===== config.mk =====
export PLATFORM = sky130hd
export DESIGN_NAME = irqsf_top
export DESIGN_NICKNAME = d
export VERILOG_FILES = /design/src/core/irqsf_pkg.sv /design/src/core/irqsf_ret_stack.sv /design/src/core/irqsf_top.sv
export SDC_FILE = /design/constraint.sdc
export NUM_CORES = 1
export LEC_CHECK = 0
export BUFFER_PORTS_ARGS = -buffer_cell sky130_fd_sc_hd__buf_4
export CORE_MARGIN = 5
export CORE_UTILIZATION = 45
export CTS_BUF_LIST = sky130_fd_sc_hd__clkbuf_4 sky130_fd_sc_hd__clkbuf_8
export CTS_CLUSTER_DIAMETER = 40
export DETAILED_ROUTE_END_ITERATION = 6
export PLACE_DENSITY_LB_ADDON = 0.12
export SLEW_MARGIN = 20
export SYNTH_ARGS = -nofsm -noshare
export SYNTH_HDL_FRONTEND = slang
export SYNTH_HIERARCHICAL = 1
export SYNTH_SLANG_ARGS = --single-unit

===== constraint.sdc =====
create_clock -name clk_i -period 2.62 [get_ports clk_i]
set_input_delay 0.131 -clock clk_i [delete_from_list [all_inputs] [get_ports clk_i]]
set_output_delay 0.131 -clock clk_i [all_outputs]
set_load 0.02 [all_outputs]

===== src/core/irqsf_pkg.sv =====
// Shared constants and types of the interrupt source and flag block
package irqsf_pkg;

  // Register offsets
  localparam logic [7:0] IRQSF_OFS_TIMER   = 8'h01;
  localparam logic [7:0] IRQSF_OFS_PORT    = 8'h06;
  localparam logic [7:0] IRQSF_OFS_INTCTL  = 8'h0B;
  localparam logic [7:0] IRQSF_OFS_PFLAGS  = 8'h0C;
  localparam logic [7:0] IRQSF_OFS_OPTION  = 8'h81;
  localparam logic [7:0] IRQSF_OFS_PDIR    = 8'h86;
  localparam logic [7:0] IRQSF_OFS_PENABLE = 8'h8C;
  localparam logic [7:0] IRQSF_OFS_ISTAT   = 8'h90;
  localparam logic [7:0] IRQSF_OFS_ICLEAR  = 8'h91;
  localparam logic [7:0] IRQSF_OFS_IENABLE = 8'h92;

  // Interrupt control field positions
  localparam int IRQSF_GIE  = 7;
  localparam int IRQSF_PERIPHERAL_IRQ_ENABLE = 6;
  localparam int IRQSF_TIE  = 5;
  localparam int IRQSF_EIE  = 4;
  localparam int IRQSF_PCE  = 3;
  localparam int IRQSF_TOF  = 2;
  localparam int IRQSF_EXF  = 1;
  localparam int IRQSF_PCF  = 0;

  // Option and peripheral field positions
  localparam int IRQSF_PULLUP_DIS = 7;
  localparam int IRQSF_EDGE_SEL   = 6;
  localparam int IRQSF_CMP_BIT    = 6;
  localparam int IRQSF_EXT_PIN    = 0;
  localparam int IRQSF_CHG_LO     = 4;

  // Event bits of the sticky status register
  localparam int IRQSF_EV_PCHG = 0;
  localparam int IRQSF_EV_EXT  = 1;
  localparam int IRQSF_EV_TMR  = 2;
  localparam int IRQSF_EV_CMP  = 3;
  localparam int IRQSF_EV_N    = 4;

  // Reset values and the timer maximum
  localparam logic [7:0] IRQSF_RST_INTCTL = 8'h00;
  localparam logic [7:0] IRQSF_RST_OPTION = 8'hFF;
  localparam logic [7:0] IRQSF_RST_PDIR   = 8'hFF;
  localparam logic [7:0] IRQSF_RST_ZERO   = 8'h00;
  localparam logic [7:0] IRQSF_TIMER_MAX  = 8'hFF;

  // Register bus request
  typedef struct packed {
    logic [7:0] addr;
    logic [7:0] wdata;
    logic       wr;
    logic       rd;
  } irqsf_bus_t;

endpackage


===== src/core/irqsf_ret_stack.sv =====
// Circular hardware stack of return addresses
`timescale 1ns/1ps
`default_nettype none
module irqsf_ret_stack
  import irqsf_pkg::*;
#(
  parameter int DEPTH = 8,
  parameter int PC_W  = 13
) (
  input  wire logic            clk_i,
  input  wire logic            reset_n_i,
  input  wire logic            push_i,
  input  wire logic            pop_i,
  input  wire logic [PC_W-1:0] pc_i,
  output logic      [PC_W-1:0] top_o
);
  localparam int PW = $clog2(DEPTH);

  logic [PC_W-1:0] entry [DEPTH];
  logic [PW-1:0]   ptr;
  logic [PW-1:0]   next_ptr;

  // Overflow wraps and overwrites the oldest entry, as real stacks do
  always_comb begin
    next_ptr = ptr;
    if (push_i) begin
      next_ptr = ptr + 1'b1;
    end else if (pop_i) begin
      next_ptr = ptr - 1'b1;
    end
  end

  always_ff @(posedge clk_i or negedge reset_n_i) begin
    if (!reset_n_i) begin
      ptr <= '0;
    end else begin
      ptr <= next_ptr;
    end
  end

  // Only the return address is stored; nothing else
  for (genvar g = 0; g < DEPTH; g++) begin : g_ent
    always_ff @(posedge clk_i or negedge reset_n_i) begin
      if (!reset_n_i) begin
        entry[g] <= '0;
      end else if (push_i && next_ptr == PW'(g)) begin
        entry[g] <= pc_i;
      end
    end
  end

  // Top of stack as seen after this edge
  always_ff @(posedge clk_i or negedge reset_n_i) begin
    if (!reset_n_i) begin
      top_o <= '0;
    end else if (push_i) begin
      top_o <= pc_i;
    end else if (pop_i) begin
      top_o <= entry[ptr - 1'b1];
    end
  end
endmodule
`default_nettype wire


===== src/core/irqsf_top.sv =====
// Interrupt sources, flags, gating and register file
// What this block does
// - External pin edge: rising when edge select is one, else falling.
// - Qualifying external edge sets external flag, control bit 1.
// - External request suppressed while external enable, bit 4, is zero.
// - External event wakes from sleep if enable was set before sleep.
// - After wake, vector taken only when global enable is set.
// - Timer roll-over from FF to 00 sets timer flag, bit 2.
// - Timer request gated by timer enable, bit 5.
// - Any level change on port bits 7..4 sets port-change flag, bit 0.
// - Port-change request gated by its enable at bit 3.
// - Change during a port read may be missed; reproduced here.
// - Control layout and reset values; soft reset keeps port-change flag.
// - Comparator flag and enable at bit 6; other bits read zero.
// - Taking an interrupt pushes only the return address.
// - Each port bit has software pull-up; only bits 7..4 detect change.
// - Every reset loads direction and option with all ones.
`timescale 1ns/1ps
`default_nettype none
module irqsf_top
  import irqsf_pkg::*;
#(
  parameter int STACK_DEPTH = 8,
  parameter int PC_W        = 13
) (
  input  wire logic            clk_i,
  input  wire logic            reset_n_i,
  input  wire logic            soft_reset_i,
  input  wire irqsf_bus_t      bus_i,
  output logic      [7:0]      rdata_o,
  input  wire logic [7:0]      port_pin_i,
  output logic      [7:0]      port_out_o,
  output logic      [7:0]      port_oe_n_o,
  output logic      [7:0]      pullup_en_o,
  input  wire logic            timer_tick_i,
  input  wire logic            comparator_event_i,
  input  wire logic            sleep_i,
  input  wire logic            irq_ack_i,
  input  wire logic [PC_W-1:0] pc_i,
  input  wire logic            irq_return_i,
  output logic                 irq_req_o,
  output logic                 wake_o,
  output logic                 wake_vector_o,
  output logic      [PC_W-1:0] ret_pc_o,
  output logic                 irq_o
);

  logic [7:0] interrupt_control;
  logic [7:0] option;
  logic [7:0] port_direction;
  logic [7:0] port_latch;
  logic [7:0] timer_count;
  logic       comparator_irq_flag;
  logic       comparator_irq_enable;
  logic [IRQSF_EV_N-1:0] irq_status;
  logic [IRQSF_EV_N-1:0] irq_enable;
  logic       ext_pin_q;
  logic [3:0] chg_q;
  logic       sleep_q;
  logic       ext_armed;

  logic [7:0] next_intctl;
  logic [IRQSF_EV_N-1:0] next_status;
  logic [7:0] port_view;
  logic       wr_intctl;
  logic       wr_pflags;
  logic       rd_port;
  logic       ext_edge;
  logic       tmr_ovf;
  logic       pin_chg;
  logic       next_req;
  logic       cause_ext;
  logic       cause_other;

  // Address decode of the plain register port
  assign wr_intctl = bus_i.wr && bus_i.addr == IRQSF_OFS_INTCTL;
  assign wr_pflags = bus_i.wr && bus_i.addr == IRQSF_OFS_PFLAGS;
  assign rd_port   = bus_i.rd && bus_i.addr == IRQSF_OFS_PORT;

  // Input bits show the pin, output bits show the latch
  assign port_view = (port_direction & port_pin_i)
                   | (~port_direction & port_latch);

  // Edge select picks the polarity of the external pin
  assign ext_edge = option[IRQSF_EDGE_SEL]
                  ? (!ext_pin_q && port_pin_i[IRQSF_EXT_PIN])
                  : (ext_pin_q && !port_pin_i[IRQSF_EXT_PIN]);

  // Roll-over of the timer count
  assign tmr_ovf = timer_tick_i && timer_count == IRQSF_TIMER_MAX;

  // Only the upper nibble compares; a port read cycle drops the change
  assign pin_chg = (port_pin_i[7:IRQSF_CHG_LO] != chg_q) && !rd_port;

  // Previous pin levels for edge and change detection
  always_ff @(posedge clk_i or negedge reset_n_i) begin
    if (!reset_n_i) begin
      ext_pin_q <= 1'b0;
      chg_q     <= 4'h0;
    end else begin
      ext_pin_q <= port_pin_i[IRQSF_EXT_PIN];
      chg_q     <= port_pin_i[7:IRQSF_CHG_LO];
    end
  end

  // Control register: software write, then hardware sets win
  always_comb begin
    next_intctl = wr_intctl ? bus_i.wdata : interrupt_control;
    if (irq_ack_i) begin
      next_intctl[IRQSF_GIE] = 1'b0;
    end else if (irq_return_i) begin
      next_intctl[IRQSF_GIE] = 1'b1;
    end
    next_intctl[IRQSF_EXF] = next_intctl[IRQSF_EXF] | ext_edge;
    next_intctl[IRQSF_TOF] = next_intctl[IRQSF_TOF] | tmr_ovf;
    next_intctl[IRQSF_PCF] = next_intctl[IRQSF_PCF] | pin_chg;
  end

  // Flags drop only through software writes or a reset; soft reset keeps the port-change flag
  always_ff @(posedge clk_i or negedge reset_n_i) begin
    if (!reset_n_i) begin
      interrupt_control <= IRQSF_RST_INTCTL;
    end else if (soft_reset_i) begin
      interrupt_control <= {7'h00, interrupt_control[IRQSF_PCF]};
    end else begin
      interrupt_control <= next_intctl;
    end
  end

  // Option and direction load all ones on every reset
  always_ff @(posedge clk_i or negedge reset_n_i) begin
    if (!reset_n_i) begin
      option         <= IRQSF_RST_OPTION;
      port_direction <= IRQSF_RST_PDIR;
    end else if (soft_reset_i) begin
      option         <= IRQSF_RST_OPTION;
      port_direction <= IRQSF_RST_PDIR;
    end else if (bus_i.wr) begin
      if (bus_i.addr == IRQSF_OFS_OPTION) begin
        option <= bus_i.wdata;
      end
      if (bus_i.addr == IRQSF_OFS_PDIR) begin
        port_direction <= bus_i.wdata;
      end
    end
  end

  // Port latch survives soft resets
  always_ff @(posedge clk_i or negedge reset_n_i) begin
    if (!reset_n_i) begin
      port_latch <= IRQSF_RST_ZERO;
    end else if (bus_i.wr && bus_i.addr == IRQSF_OFS_PORT) begin
      port_latch <= bus_i.wdata;
    end
  end

  // Timer count; a write takes precedence over a tick
  always_ff @(posedge clk_i or negedge reset_n_i) begin
    if (!reset_n_i) begin
      timer_count <= IRQSF_RST_ZERO;
    end else if (bus_i.wr && bus_i.addr == IRQSF_OFS_TIMER) begin
      timer_count <= bus_i.wdata;
    end else if (timer_tick_i) begin
      timer_count <= timer_count + 8'h01;
    end
  end

  // Comparator flag and enable; event beats a software clear
  always_ff @(posedge clk_i or negedge reset_n_i) begin
    if (!reset_n_i) begin
      comparator_irq_flag   <= 1'b0;
      comparator_irq_enable <= 1'b0;
    end else if (soft_reset_i) begin
      comparator_irq_flag   <= 1'b0;
      comparator_irq_enable <= 1'b0;
    end else begin
      if (comparator_event_i) begin
        comparator_irq_flag <= 1'b1;
      end else if (wr_pflags) begin
        comparator_irq_flag <= bus_i.wdata[IRQSF_CMP_BIT];
      end
      if (bus_i.wr && bus_i.addr == IRQSF_OFS_PENABLE) begin
        comparator_irq_enable <= bus_i.wdata[IRQSF_CMP_BIT];
      end
    end
  end

  // Per-source request terms
  assign cause_ext   = next_intctl[IRQSF_EIE] && next_intctl[IRQSF_EXF];
  assign cause_other =
      (next_intctl[IRQSF_TIE] && next_intctl[IRQSF_TOF])
    | (next_intctl[IRQSF_PCE] && next_intctl[IRQSF_PCF])
    | (next_intctl[IRQSF_PERIPHERAL_IRQ_ENABLE] && comparator_irq_enable
       && comparator_irq_flag);
  assign next_req = next_intctl[IRQSF_GIE] && (cause_ext || cause_other);

  // Request to the core, registered so it comes from a flop
  always_ff @(posedge clk_i or negedge reset_n_i) begin
    if (!reset_n_i) begin
      irq_req_o <= 1'b0;
    end else if (soft_reset_i) begin
      irq_req_o <= 1'b0;
    end else begin
      irq_req_o <= next_req;
    end
  end

  // Enable is sampled on entry to sleep, not at the event
  always_ff @(posedge clk_i or negedge reset_n_i) begin
    if (!reset_n_i) begin
      sleep_q   <= 1'b0;
      ext_armed <= 1'b0;
    end else begin
      sleep_q <= sleep_i;
      if (sleep_i && !sleep_q) begin
        ext_armed <= interrupt_control[IRQSF_EIE];
      end
    end
  end

  // Wake pulse, and whether the core should vector
  always_ff @(posedge clk_i or negedge reset_n_i) begin
    if (!reset_n_i) begin
      wake_o        <= 1'b0;
      wake_vector_o <= 1'b0;
    end else begin
      wake_o        <= sleep_q && ext_armed && ext_edge;
      wake_vector_o <= sleep_q && ext_armed && ext_edge
                       && interrupt_control[IRQSF_GIE];
    end
  end

  // Sticky status: a new event beats a clear in the same cycle
  always_comb begin
    next_status = irq_status;
    if (bus_i.wr && bus_i.addr == IRQSF_OFS_ICLEAR) begin
      next_status = irq_status & ~bus_i.wdata[IRQSF_EV_N-1:0];
    end
    next_status[IRQSF_EV_PCHG] = next_status[IRQSF_EV_PCHG] | pin_chg;
    next_status[IRQSF_EV_EXT]  = next_status[IRQSF_EV_EXT] | ext_edge;
    next_status[IRQSF_EV_TMR]  = next_status[IRQSF_EV_TMR] | tmr_ovf;
    next_status[IRQSF_EV_CMP]  = next_status[IRQSF_EV_CMP]
                               | comparator_event_i;
  end

  always_ff @(posedge clk_i or negedge reset_n_i) begin
    if (!reset_n_i) begin
      irq_status <= '0;
      irq_enable <= '0;
      irq_o      <= 1'b0;
    end else begin
      irq_status <= next_status;
      if (bus_i.wr && bus_i.addr == IRQSF_OFS_IENABLE) begin
        irq_enable <= bus_i.wdata[IRQSF_EV_N-1:0];
        irq_o      <= |(next_status & bus_i.wdata[IRQSF_EV_N-1:0]);
      end else begin
        irq_o      <= |(next_status & irq_enable);
      end
    end
  end

  // Pin drivers; pull-up only on inputs and only when allowed
  always_ff @(posedge clk_i or negedge reset_n_i) begin
    if (!reset_n_i) begin
      port_out_o  <= IRQSF_RST_ZERO;
      port_oe_n_o <= IRQSF_RST_PDIR;
      pullup_en_o <= IRQSF_RST_ZERO;
    end else begin
      port_out_o  <= port_latch;
      port_oe_n_o <= port_direction;
      pullup_en_o <= {8{!option[IRQSF_PULLUP_DIS]}} & port_direction;
    end
  end

  // Read data one cycle after the strobe; unmapped reads give zero
  always_ff @(posedge clk_i or negedge reset_n_i) begin
    if (!reset_n_i) begin
      rdata_o <= IRQSF_RST_ZERO;
    end else if (bus_i.rd) begin
      case (bus_i.addr)
        IRQSF_OFS_TIMER:   rdata_o <= timer_count;
        IRQSF_OFS_PORT:    rdata_o <= port_view;
        IRQSF_OFS_INTCTL:  rdata_o <= interrupt_control;
        IRQSF_OFS_PFLAGS:  rdata_o <= {1'b0, comparator_irq_flag, 6'h00};
        IRQSF_OFS_OPTION:  rdata_o <= option;
        IRQSF_OFS_PDIR:    rdata_o <= port_direction;
        IRQSF_OFS_PENABLE: rdata_o <= {1'b0, comparator_irq_enable, 6'h00};
        IRQSF_OFS_ISTAT:   rdata_o <= {4'h0, irq_status};
        IRQSF_OFS_IENABLE: rdata_o <= {4'h0, irq_enable};
        default:           rdata_o <= IRQSF_RST_ZERO;
      endcase
    end else begin
      rdata_o <= IRQSF_RST_ZERO;
    end
  end

  // Return addresses only; software does its own context save
  irqsf_ret_stack #(
    .DEPTH (STACK_DEPTH),
    .PC_W  (PC_W)
  ) u_stack (
    .clk_i     (clk_i),
    .reset_n_i (reset_n_i),
    .push_i    (irq_ack_i),
    .pop_i     (irq_return_i),
    .pc_i      (pc_i),
    .top_o     (ret_pc_o)
  );
endmodule
`default_nettype wire


After elaboration in Yosys (flattened, before gate mapping)
Cells that the tools add are included.
{ "word_totals": {"latchBits": 0, "ram_bits": 0, "output_inout_bits": 49, "rom_bits": 0, "regBits": 213, "n_memories": 0} }
{ "op_classes": {"mul": 0, "n_mux": 30, "reduce_logical": 48, "div": 0, "order_cmp": 1, "n_addsub": 3, "shifts": 0, "n_bitwise": 19, "eq_ne": 19} }
{ "ops": {"columns": ["operator", "count"], "rows": [
  ["8-bit two-way mux", 11],
  ["8-bit one-hot mux with 9 select lines", 1],
  ["8-bit == test, second input constant", 7],
  ["13-bit two-way mux", 4],
  ["13-bit binary-select mux with 3-bit select", 1],
  ["1-bit logical AND", 30],
  ["8-bit bitwise AND", 3],
  ["8-bit by 4-bit == test with 1-bit output, second input constant", 2],
  ["4-bit bitwise AND", 3],
  ["3-bit == test, second input constant", 4],
  ["2-bit nonzero test", 6],
  ["1-bit two-way mux", 10],
  ["1-bit bitwise OR", 9],
  ["8-bit by 1-bit adder with 8-bit output, second input constant", 1],
  ["8-bit by 1-bit == test with 1-bit output, second input constant", 1],
  ["8-bit by 3-bit == test with 1-bit output, second input constant", 1],
  ["8-bit inverter", 1],
  ["8-bit bitwise OR", 1],
  ["4-bit OR reduction", 2],
  ["3-bit by 2-bit == test with 1-bit output, second input constant", 2],
  ["3-bit two-way mux", 2],
  ["1-bit zero test", 5],
  ["4-bit greater-or-equal comparator, second input constant", 1],
  ["4-bit two-way mux", 1],
  ["10 further kinds", 11]
]} }

Longest topological paths before layout
Gate-level depths: netlist of the first run.
{ "logic_depth": {"word_depth": 11, "mapped_depth": 9, "depth_no_buf": 6} }

Cells and area by module
Netlist of the first run, hierarchy kept.
{ "modules_own_cells": {"columns": ["module", "area_per_inst_um2", "seq_area_each_um2", "instances", "cells_per_inst"], "rows": [
  ["irqsf_ret_stack", 5560.3, 3002.9, 1, 349],
  ["irqsf_top", 4119.0, 2357.3, 1, 359]
]} }

Worst setup path after synthesis of the first run
OpenSTA, ideal clock, no wires.
{ "synth_timing": {"path_type": "reg-to-reg", "start": "register u_stack.ptr[0]", "end": "register u_stack/entry[100] (netlist bit)", "required_ns": 2.495, "n_path_buf": 3, "period_less_slack_ns": 2.297, "arrival_time_ns": 2.172, "stages_incl_launch_ff": 9, "slack_ns": 0.323, "path_cell_list": "dfrtp_1 > buf_4 > inv_2 > ha_1 > buf_2 > or4b_4 > mux2i_4 > buf_12 > mux2_4"} }
{ "synth_via": {"elab_chain_len": 5, "elab_cells_between_ends": 6, "classes_between": "add/sub: 2; mux: 2; reduce/logical: 2"} }
{ "synth_rtl": {"columns": ["item", "line_no", "rtl"], "rows": [
  ["start: declaration", "irqsf_ret_stack.sv:20", "logic [PW-1:0] ptr;"],
  ["start signal: assignment", "irqsf_ret_stack.sv:37", "ptr <= next_ptr;"],
  ["3-bit by 1-bit subtractor with 3-bit output", "irqsf_ret_stack.sv:29", "next_ptr = ptr - 1'b1;"],
  ["3-bit two-way mux", "irqsf_ret_stack.sv:28", "end else if (pop_i) begin"],
  ["3-bit two-way mux (*)", "irqsf_ret_stack.sv:26", "if (push_i) begin"],
  ["3-bit zero test (*)", "irqsf_ret_stack.sv:46", "end else if (push_i && next_ptr == PW'(g)) begin"],
  ["1-bit logical AND (*)", "irqsf_ret_stack.sv:46", null],
  ["end signal: indexed assignment", "irqsf_ret_stack.sv:47", "entry[g] <= pc_i;"],
  ["end: declaration", "irqsf_ret_stack.sv:19", "logic [PC_W-1:0] entry [DEPTH];"]
]} }
Mark *: on every way between the ends. The rest lies on a longest branch, timed or not.
A chain may end at the register's enable or synchronous reset.

Worst setup path in the final report of the first run
{ "layout_timing": {"start": "register u_stack.ptr[0]", "end": "register u_stack/entry[39] (netlist bit)"} }
{ "layout_via": {"elab_chain_len": 5, "elab_cells_between_ends": 6, "classes_between": "add/sub: 2; eq/ne: 1; mux: 2; reduce/logical: 1"} }
{ "layout_rtl": {"columns": ["item", "line_no"], "rows": [
  ["3-bit by 1-bit subtractor with 3-bit output", "irqsf_ret_stack.sv:29"],
  ["3-bit two-way mux", "irqsf_ret_stack.sv:28"],
  ["3-bit two-way mux (*)", "irqsf_ret_stack.sv:26"],
  ["3-bit == test (*)", "irqsf_ret_stack.sv:46"],
  ["1-bit logical AND (*)", "irqsf_ret_stack.sv:46"]
]} }
Marks and branches as above.

==> results of run 1 <==
-- cell families after synthesis --
| kind of cell | count (synthesis) | share of synthesized area [%] |
|---|---|---|
| simple gates | 144 | 7.717 |
| mux | 167 | 23.22 |
| flops | 213 | 55.38 |
| compound gates | 102 | 8.260 |
| fa+ha+maj | 3 | 0.3878 |
| xor+xnor | 15 | 1.357 |
| buf+inv | 64 | 3.684 |
-- report_power, final --
group / internal, W / switching [W] / total, W
logic: 0.00239 / 0.00179 / 0.00418
registers: 0.00433 / 0.000600 / 0.00493
clock network: 0.00214 / 0.00138 / 0.00352
total: 0.00885 / 0.00377 / 0.0126
-- critical path: cells and delay by family, from the launching register on --
family,cells,cell delay (ns)
multiplexers,2,0.58
buffers and inverters,3,0.52
flip-flops,1,0.38
adder cells (fa/ha/maj),1,0.35
AND/OR/NAND/NOR,1,0.31
-- cell usage after synthesis (3+ instances only) --
master | number | share of area [%]
mux2i_2 | 4 | 0.57
a221oi_1 | 5 | 0.45
and2_1 | 4 | 0.26
mux2_4 | 20 | 3.1
nand2_1 | 44 | 1.7
a31oi_1 | 8 | 0.52
o21ai_0 | 7 | 0.36
o2111ai_1 | 7 | 0.63
clkbuf_1 | 14 | 0.54
a222oi_1 | 13 | 1.3
buf_2 | 13 | 0.67
o22ai_1 | 4 | 0.26
nor2b_1 | 4 | 0.26
mux2_1 | 14 | 1.6
buf_6 | 3 | 0.35
buf_4 | 9 | 0.70
a22oi_1 | 5 | 0.39
and3_1 | 3 | 0.19
mux2i_1 | 18 | 1.9
dfstp_2 | 24 | 6.5
dfrtp_1 | 189 | 49
nand3_1 | 7 | 0.36
nor2_1 | 45 | 1.7
a32oi_1 | 6 | 0.54
a21oi_1 | 16 | 0.83
nand4_1 | 9 | 0.58
xor2_1 | 6 | 0.54
xnor2_1 | 9 | 0.81
ha_1 | 3 | 0.39
mux4_2 | 25 | 5.8
inv_1 | 19 | 0.74
nand2b_1 | 4 | 0.26
nor3_1 | 5 | 0.26
mux2_2 | 84 | 9.8
a211o_1 | 16 | 1.4
-- cell type report --
type | instances | area (µm²)
inverter | 20 | 75.07
clock inverter | 10 | 140.1
timing repair buffer | 161 | 1355
sequential | 213 | 5361
clock buffer | 62 | 753.2
fill | 1744 | 9096
multi-input combinational | 431 | 3963
tap | 275 | 344.1
-- metrics by stage --
step,total power [W],worst slack [ns],utilization (%),hold slack [ns]
3_5_place_dp,0.009136,0.3678,50.92,0.1606
2_1_floorplan,0.007901,0.3230,-,-0.1646
4_1_cts,0.01277,0.3524,56.86,0.03640
6_report,0.01263,0.3346,56.86,0.05998
5_1_grt,0.01333,0.2224,56.86,0.04839
3_3_place_gp,0.008979,0.4364,50.92,0.1539
-- worst paths after layout --
kind	depth (start not counted)	endpoint	slack [ns]	startpoint
setup reg to reg	7	u_stack/entry[39]	0.33	u_stack/ptr[0]
min in group asynchronous	2	irq_o	0.16	reset_n_i
setup / recovery	7	u_stack/entry[39]	0.33	u_stack/ptr[0]
hold reg to reg	0	port_oe_n_o[7]	0.39	port_direction[7]
hold / removal	5	rdata_o[3]	0.06	bus_i[15]
max in group asynchronous	3	u_stack/entry[27]	1.67	reset_n_i
-- per-layer routing --
layer	wire length, µm	vias up	GRT usage [%]
met5	0	-	0
met4	400	0	5.744
met3	1713	31	4.121
met2	10880	248	30.29
met1	11100	3384	29.90
li1	-	2949	-
-- state kept, by name, summed over array words and instances, names as in the netlist, 3 cells and up --
| register | count |
|---|---|
| port_latch | 8 |
| port_oe_n_o | 8 |
| interrupt_control | 8 |
| u_stack/ptr | 3 |
| pullup_en_o | 8 |
| timer_count | 8 |
| option | 8 |
| port_direction | 8 |
| u_stack/entry | 104 |
| chg_q | 4 |
| irq_enable | 4 |
| u_stack/top_o | 13 |
| rdata_o | 8 |
| port_out_o | 8 |
| irq_status | 4 |
==> reports/metrics.yaml, run 1 <==
synth:
  synth_area_um2: 9679
  syn_area_per_cell_um2: 13.67
  ys_seq_elements: 213
  synthFlopType: "dfrtp_1"
  ys.warnings.count: 6
  synthCells: 708
  synth_nets: 758
  postSynth.asyncResetShare_pct: 100.0
  synth-edff-count: 0
  ys_seq_area_share_pct: 55.38
  yosysUniqueCellTypes: 68
cts:
  hold_buffers: 36
  htreeDepth: 2
  root_buffer: "clkbuf_8"
  cts_buffers: 40
  cts.sink_count: 213
  insertion_delay_ns: 0.54
  path_clk_slew_ns: 0.06
  post-cts-setup-buffers: 0
  cts_tree: "done"
  cts.path.max_buffers: 3
  post_cts_resized: 0
place:
  dp_hpwl_mm: 16.22
  port_buffers: 95
  globalplace.congestion: 0.8638
  dp.cells: 1064
  placed_area_um2: 10740
sta:
  slew_viol_final: 0
  rsz0062_at_grt: "false"
  clock.fmax_mhz: 437.6
  finClkSkew_ns: 0.02410
  tightest_slew_ns: 0.6745
  hold_violations: 0
  timing.final.crit_period_ns: 2.285
  slew_headroom_pct: 54.85
  min_period_over_period_pct: 87.23
  fin_tns_setup_ns: 0
  finalSetupViolations: 0
detailed_routing:
  drtPass1Iterations: 5
  vias: 6612
  wl_per_cell_um: 20.56
  vias_per_cell: 5.642
  drt-initial-drc-count: 475
  drtAntennaViolNets: 0
  drcViolationCount: 0
  wirelength_mm: 24.09
global_routing:
  antenna_found_initial: 0
  grt_pass1_wl_mm: 38.95
  grt_max_degree: 73
  grt.overflow.total: 0
  track_usage_pct: 20.17
  grt_pass1_vias: 6959
run_status:
  status: "finished, final reports clean"
setup_path:
  start_kind: "register"
  crit_path_frequent_cell: "buf_4"
  crit_chain: "inv_2 -> ha_1 -> buf_4 -> nand4b_1 -> mux2i_4 -> buf_4 -> mux2_2"
  path_class: "reg2reg"
  cp_max_fo: 12
  cpPeakStageDelay_ns: 0.38
  endpoint_kind: "register"
  worstPathArrival_ns: 2.70
  slowest_stage: "dfrtp_2"
  critPathRequiredTime_ns: 3.04
power_and_ir_drop:
  leakagePower_nw: 5.411
  powerDensity_nw_per_um2: 1053
  vdd_ir_drop_max_uv: 601.4
floorplanning:
  die_w_um: 156.7
  rows: 53
  die_h_um: 156.7
  start_util_pct: 45.90
  ios: 96
  dieArea_um2: 24540
  core_area_um2: 21090
final_layout:
  antenna_cells: 0
  stdcell_count: 1172
  finalInstanceArea_um2: 11990
  layout_common_cells: "188 x dfrtp_1, 120 x buf_4, 84 x mux2_2"
  layout_commonest_cell: "dfrtp_1"
  layout-drive-gt1-share_pct: 41.03
  area_growth_pct: 23.89
  nNetsFinal: 917
run:
  cap_violations: 0
hold_path:
  worstHoldPathType: "in2reg"
No activity file was read; power rests on OpenSTA's default activity.
==> inputs of run 2 (changes only) <==
--- a/config.mk
+++ b/config.mk
@@ -5,6 +5,7 @@
 export SDC_FILE = /design/constraint.sdc
 export NUM_CORES = 1
 export LEC_CHECK = 0
+export ABC_AREA = 1
 export BUFFER_PORTS_ARGS = -buffer_cell sky130_fd_sc_hd__buf_4
 export CORE_MARGIN = 5
 export CORE_UTILIZATION = 45
==> reports/metrics.yaml, run 2 <==
final_layout:
  top_register: "u_stack/entry"  # unchanged
  layout-drive-gt1-share_pct: 18.69  # was 41.03%
  layout_common_cells: "410 x nand2_1, 188 x dfrtp_1, 146 x nor2_1"  # was 188 x dfrtp_1, 120 x buf_4, 84 x mux2_2
  nNetsFinal: 1460  # was 917
  area_growth_pct: 22.58  # was 23.89%
  layout_commonest_cell: "nand2_1"  # was dfrtp_1
  antenna_cells: 0  # unchanged
  largest_reg_flops: 104  # unchanged
  top_regs: "u_stack/entry: 104 flops, u_stack/top_o: 13 flops"  # unchanged
  finalInstanceArea_um2: 12630  # was 11990 µm²
synth:
  yosysTopAreaCellShare_pct: 45.91  # was 48.86%
  ys_seq_elements: 213  # unchanged
  synth_xor_area_share_pct: 0.5951  # was 1.357%
  synthMuxAreaShare_pct: 0.2186  # was 23.22%
  syn_area_per_cell_um2: 7.993  # was 13.67 µm²
  ys_seq_area_share_pct: 52.03  # was 55.38%
  synth_top_family_by_area: "simple AND/OR/NAND/NOR gates"  # was multiplexers
  synth.most_common_cell: "nand2_1"  # was dfrtp_1
  synth_compound_area_share_pct: 8.161  # was 8.260%
  yosysUniqueCellTypes: 37  # was 68
  ys.warnings.count: 6  # unchanged
  synthFlopType: "dfrtp_1"  # unchanged
  yosysTopAreaCell: "dfrtp_1"  # unchanged
  synth_nets: 1339  # was 758
  synth_area_um2: 10300  # was 9679 µm²
  yosys-top-cells-area: "dfrtp_1 46%, nand2_1 15%, dfstp_2 6.1%, nor2_1 5.3%, nand3_1 4.8%"  # was dfrtp_1 49%, mux2_2 9.8%, dfstp_2 6.5%, mux4_2 5.8%, mux2_4 3.1%
  synth_simple_gate_area_share_pct: 31.41  # was 7.717%
  synth_common_cells: "411 x nand2_1, 189 x dfrtp_1, 146 x nor2_1, 98 x nand3_1, 84 x inv_1"  # was 189 x dfrtp_1, 84 x mux2_2, 45 x nor2_1, 44 x nand2_1, 25 x mux4_2
  synthCells: 1289  # was 708
  synth-edff-count: 0  # unchanged
  postSynth.asyncResetShare_pct: 100.0  # unchanged
  yosys.area_share.adder_pct: 0.3643  # was 0.3878%
sta:
  finalSetupViolations: 0  # unchanged
  slew_viol_final: 0  # unchanged
  clock.fmax_mhz: 452.9  # was 437.6 MHz
  fin_tns_setup_ns: 0  # unchanged
  slew_headroom_pct: 38.57  # was 54.85%
  timing.final.crit_period_ns: 2.208  # was 2.285 ns
  finClkSkew_ns: 0.01410  # was 0.02410 ns
  min_period_over_period_pct: 84.27  # was 87.23%
  hold_violations: 0  # unchanged
  rsz0062_at_grt: "false"  # unchanged
  tightest_slew_ns: 0.9181  # was 0.6745 ns
global_routing:
  grt_pass1_vias: 9044  # was 6959
  grt_max_degree: 101  # was 73
  antenna_found_initial: 0  # unchanged
  grt_pass1_wl_mm: 49.39  # was 38.95 mm
  grt.overflow.total: 0  # unchanged
  track_usage_pct: 23.42  # was 20.17%
floorplanning:
  start_util_pct: 45.64  # was 45.90%
  dieArea_um2: 26020  # was 24540 µm²
  ios: 96  # unchanged
  die_h_um: 161.3  # was 156.7 µm
  core_area_um2: 22570  # was 21090 µm²
  die_w_um: 161.3  # was 156.7 µm
  rows: 55  # was 53
cts:
  insertion_delay_ns: 0.56  # was 0.54 ns
  path_clk_slew_ns: 0.06  # about the same
  cts_tree: "done"  # unchanged
  cts.path.max_buffers: 3  # unchanged
  cts_buffers: 44  # was 40
  post_cts_resized: 0  # unchanged
  post-cts-setup-buffers: 0  # unchanged
  cts.sink_count: 213  # unchanged
  hold_buffers: 37  # was 36
  root_buffer: "clkbuf_8"  # unchanged
  htreeDepth: 2  # unchanged
detailed_routing:
  vias: 9080  # was 6612
  drtPass1Iterations: 5  # unchanged
  wirelength_mm: 30.24  # was 24.09 mm
  drtAntennaViolNets: 0  # unchanged
  vias_per_cell: 5.249  # was 5.642
  drcViolationCount: 0  # unchanged
  drt-initial-drc-count: 758  # was 475
  wl_per_cell_um: 17.48  # was 20.56 µm
setup_path:
  cp_max_fo: 16  # was 12
  critPathRequiredTime_ns: 3.06  # was 3.04 ns
  endpoint_kind: "register"  # unchanged
  path_class: "reg2reg"  # unchanged
  cp_num_buf_inv: 2  # was 3
  slowest_stage: "ha_1"  # was dfrtp_2
  start_kind: "register"  # unchanged
  worstPathArrival_ns: 2.65  # was 2.70 ns
  crit_chain: "inv_2 -> ha_1 -> inv_2 -> nand2_2 -> nor2_4 -> nand2_1 -> nand2_1 -> nand2_1"  # was inv_2 -> ha_1 -> buf_4 -> nand4b_1 -> mux2i_4 -> buf_4 -> mux2_2
  cpPeakStageDelay_ns: 0.43  # was 0.38 ns
  crit_path_frequent_cell: "nand2_1"  # was buf_4
  cpLargestDelayFamily: "simple AND/OR/NAND/NOR gates"  # was multiplexers
power_and_ir_drop:
  leakagePower_nw: 6.444  # was 5.411 nW
  vdd_ir_drop_max_uv: 590.8  # was 601.4 µV
  powerDensity_nw_per_um2: 1085  # was 1053 nW/µm²
  total_power_w: 0.01370  # was 0.01263 W
place:
  port_buffers: 95  # unchanged
  placed_area_um2: 11190  # was 10740 µm²
  globalplace.congestion: 0.8738  # was 0.8638
  dp_hpwl_mm: 20.15  # was 16.22 mm
hold_path:
  worstHoldPathType: "in2reg"  # unchanged
run:
  cap_violations: 0  # unchanged
run_status:
  status: "finished, final reports clean"  # unchanged
-- run 2: changes by cell type after synthesis, moves of 14 or more --
cell | previous run | this run
nand4_1 | 9 | 56
a211o_1 | 16 | 0
mux2_4 | 20 | 0
mux2_2 | 84 | 0
o21ai_1 | 0 | 17
buf_2 | 13 | 46
mux2i_1 | 18 | 0
nand2_1 | 44 | 411
inv_1 | 19 | 84
nand3_1 | 7 | 98
mux4_2 | 25 | 0
nor2_1 | 45 | 146
o21ai_0 | 7 | 52
o211ai_1 | 0 | 14
-- run 2: area by class of cell --
cell class	instances	area [µm²]
inverters	95	356.6
flip-flops and latches	213	5361
clock inverters	18	229.0
clock buffers	63	835.8
well taps	285	356.6
multi-input cells	904	4210
fillers	2114	9943
repair buffers	152	1279
-- run 2: through the flow --
step	setup WS [ns]	std cells	hold slack, ns	util (%)
floorplan	0.4818	1289	-0.1646	-
global placement	0.4778	1612	0.2451	49.59
detailed placement	0.4343	1612	0.2509	49.59
CTS	0.4219	1730	0.04384	55.95
global route	0.2070	1730	0.09888	55.95
finish	0.4122	1730	0.07051	55.95
-- run 2: layer usage --
metal / vias to the layer above / GRT usage, % / share of wire (%)
met3: 60 / 3.930 / 6.1
met4: 0 / 8.608 / 2.6
met5: - / 0 / 0
met2: 286 / 39.24 / 48
met1: 4314 / 30.69 / 43
li1: 4420 / - / -
-- run 2: report_power, final --
part           switching [W]  leakage, nW  internal, W  total (W)
Sequential          0.000577         2.64      0.00427    0.00484
Combinational        0.00317         3.26      0.00158    0.00475
Clock                0.00155        0.547      0.00256    0.00411
-- run 2: worst paths after layout --
path | from | end | slack, ns | cells after the start
setup reg to reg | u_stack/ptr[0] | u_stack/entry[80] | 0.41 | 8
min in group asynchronous | reset_n_i | u_stack/entry[48] | 0.22 | 2
hold / removal | irq_ack_i | interrupt_control[7] | 0.07 | 4
max in group asynchronous | reset_n_i | port_direction[4] | 1.56 | 3
setup / recovery | u_stack/ptr[0] | u_stack/entry[80] | 0.41 | 8
hold reg to reg | port_direction[4] | port_oe_n_o[4] | 0.37 | 0
-- run 2: kinds of logic (layout without fill, tap and decap cells) --
family | Yosys count | after routing
AND/OR/NAND/NOR | 749 | 749
flip-flops | 213 | 213
buffers and inverters | 172 | 328
AO/OA/AOI/OAI | 143 | 143
XOR/XNOR | 7 | 7
adder cells (fa/ha/maj) | 3 | 3
multiplexers | 2 | 2
-- run 2: worst min-delay path: cells and delay by family --
family	cells	cell delay (ns)
AND/OR/NAND/NOR	1	0.09
buffers and inverters	3	0.35
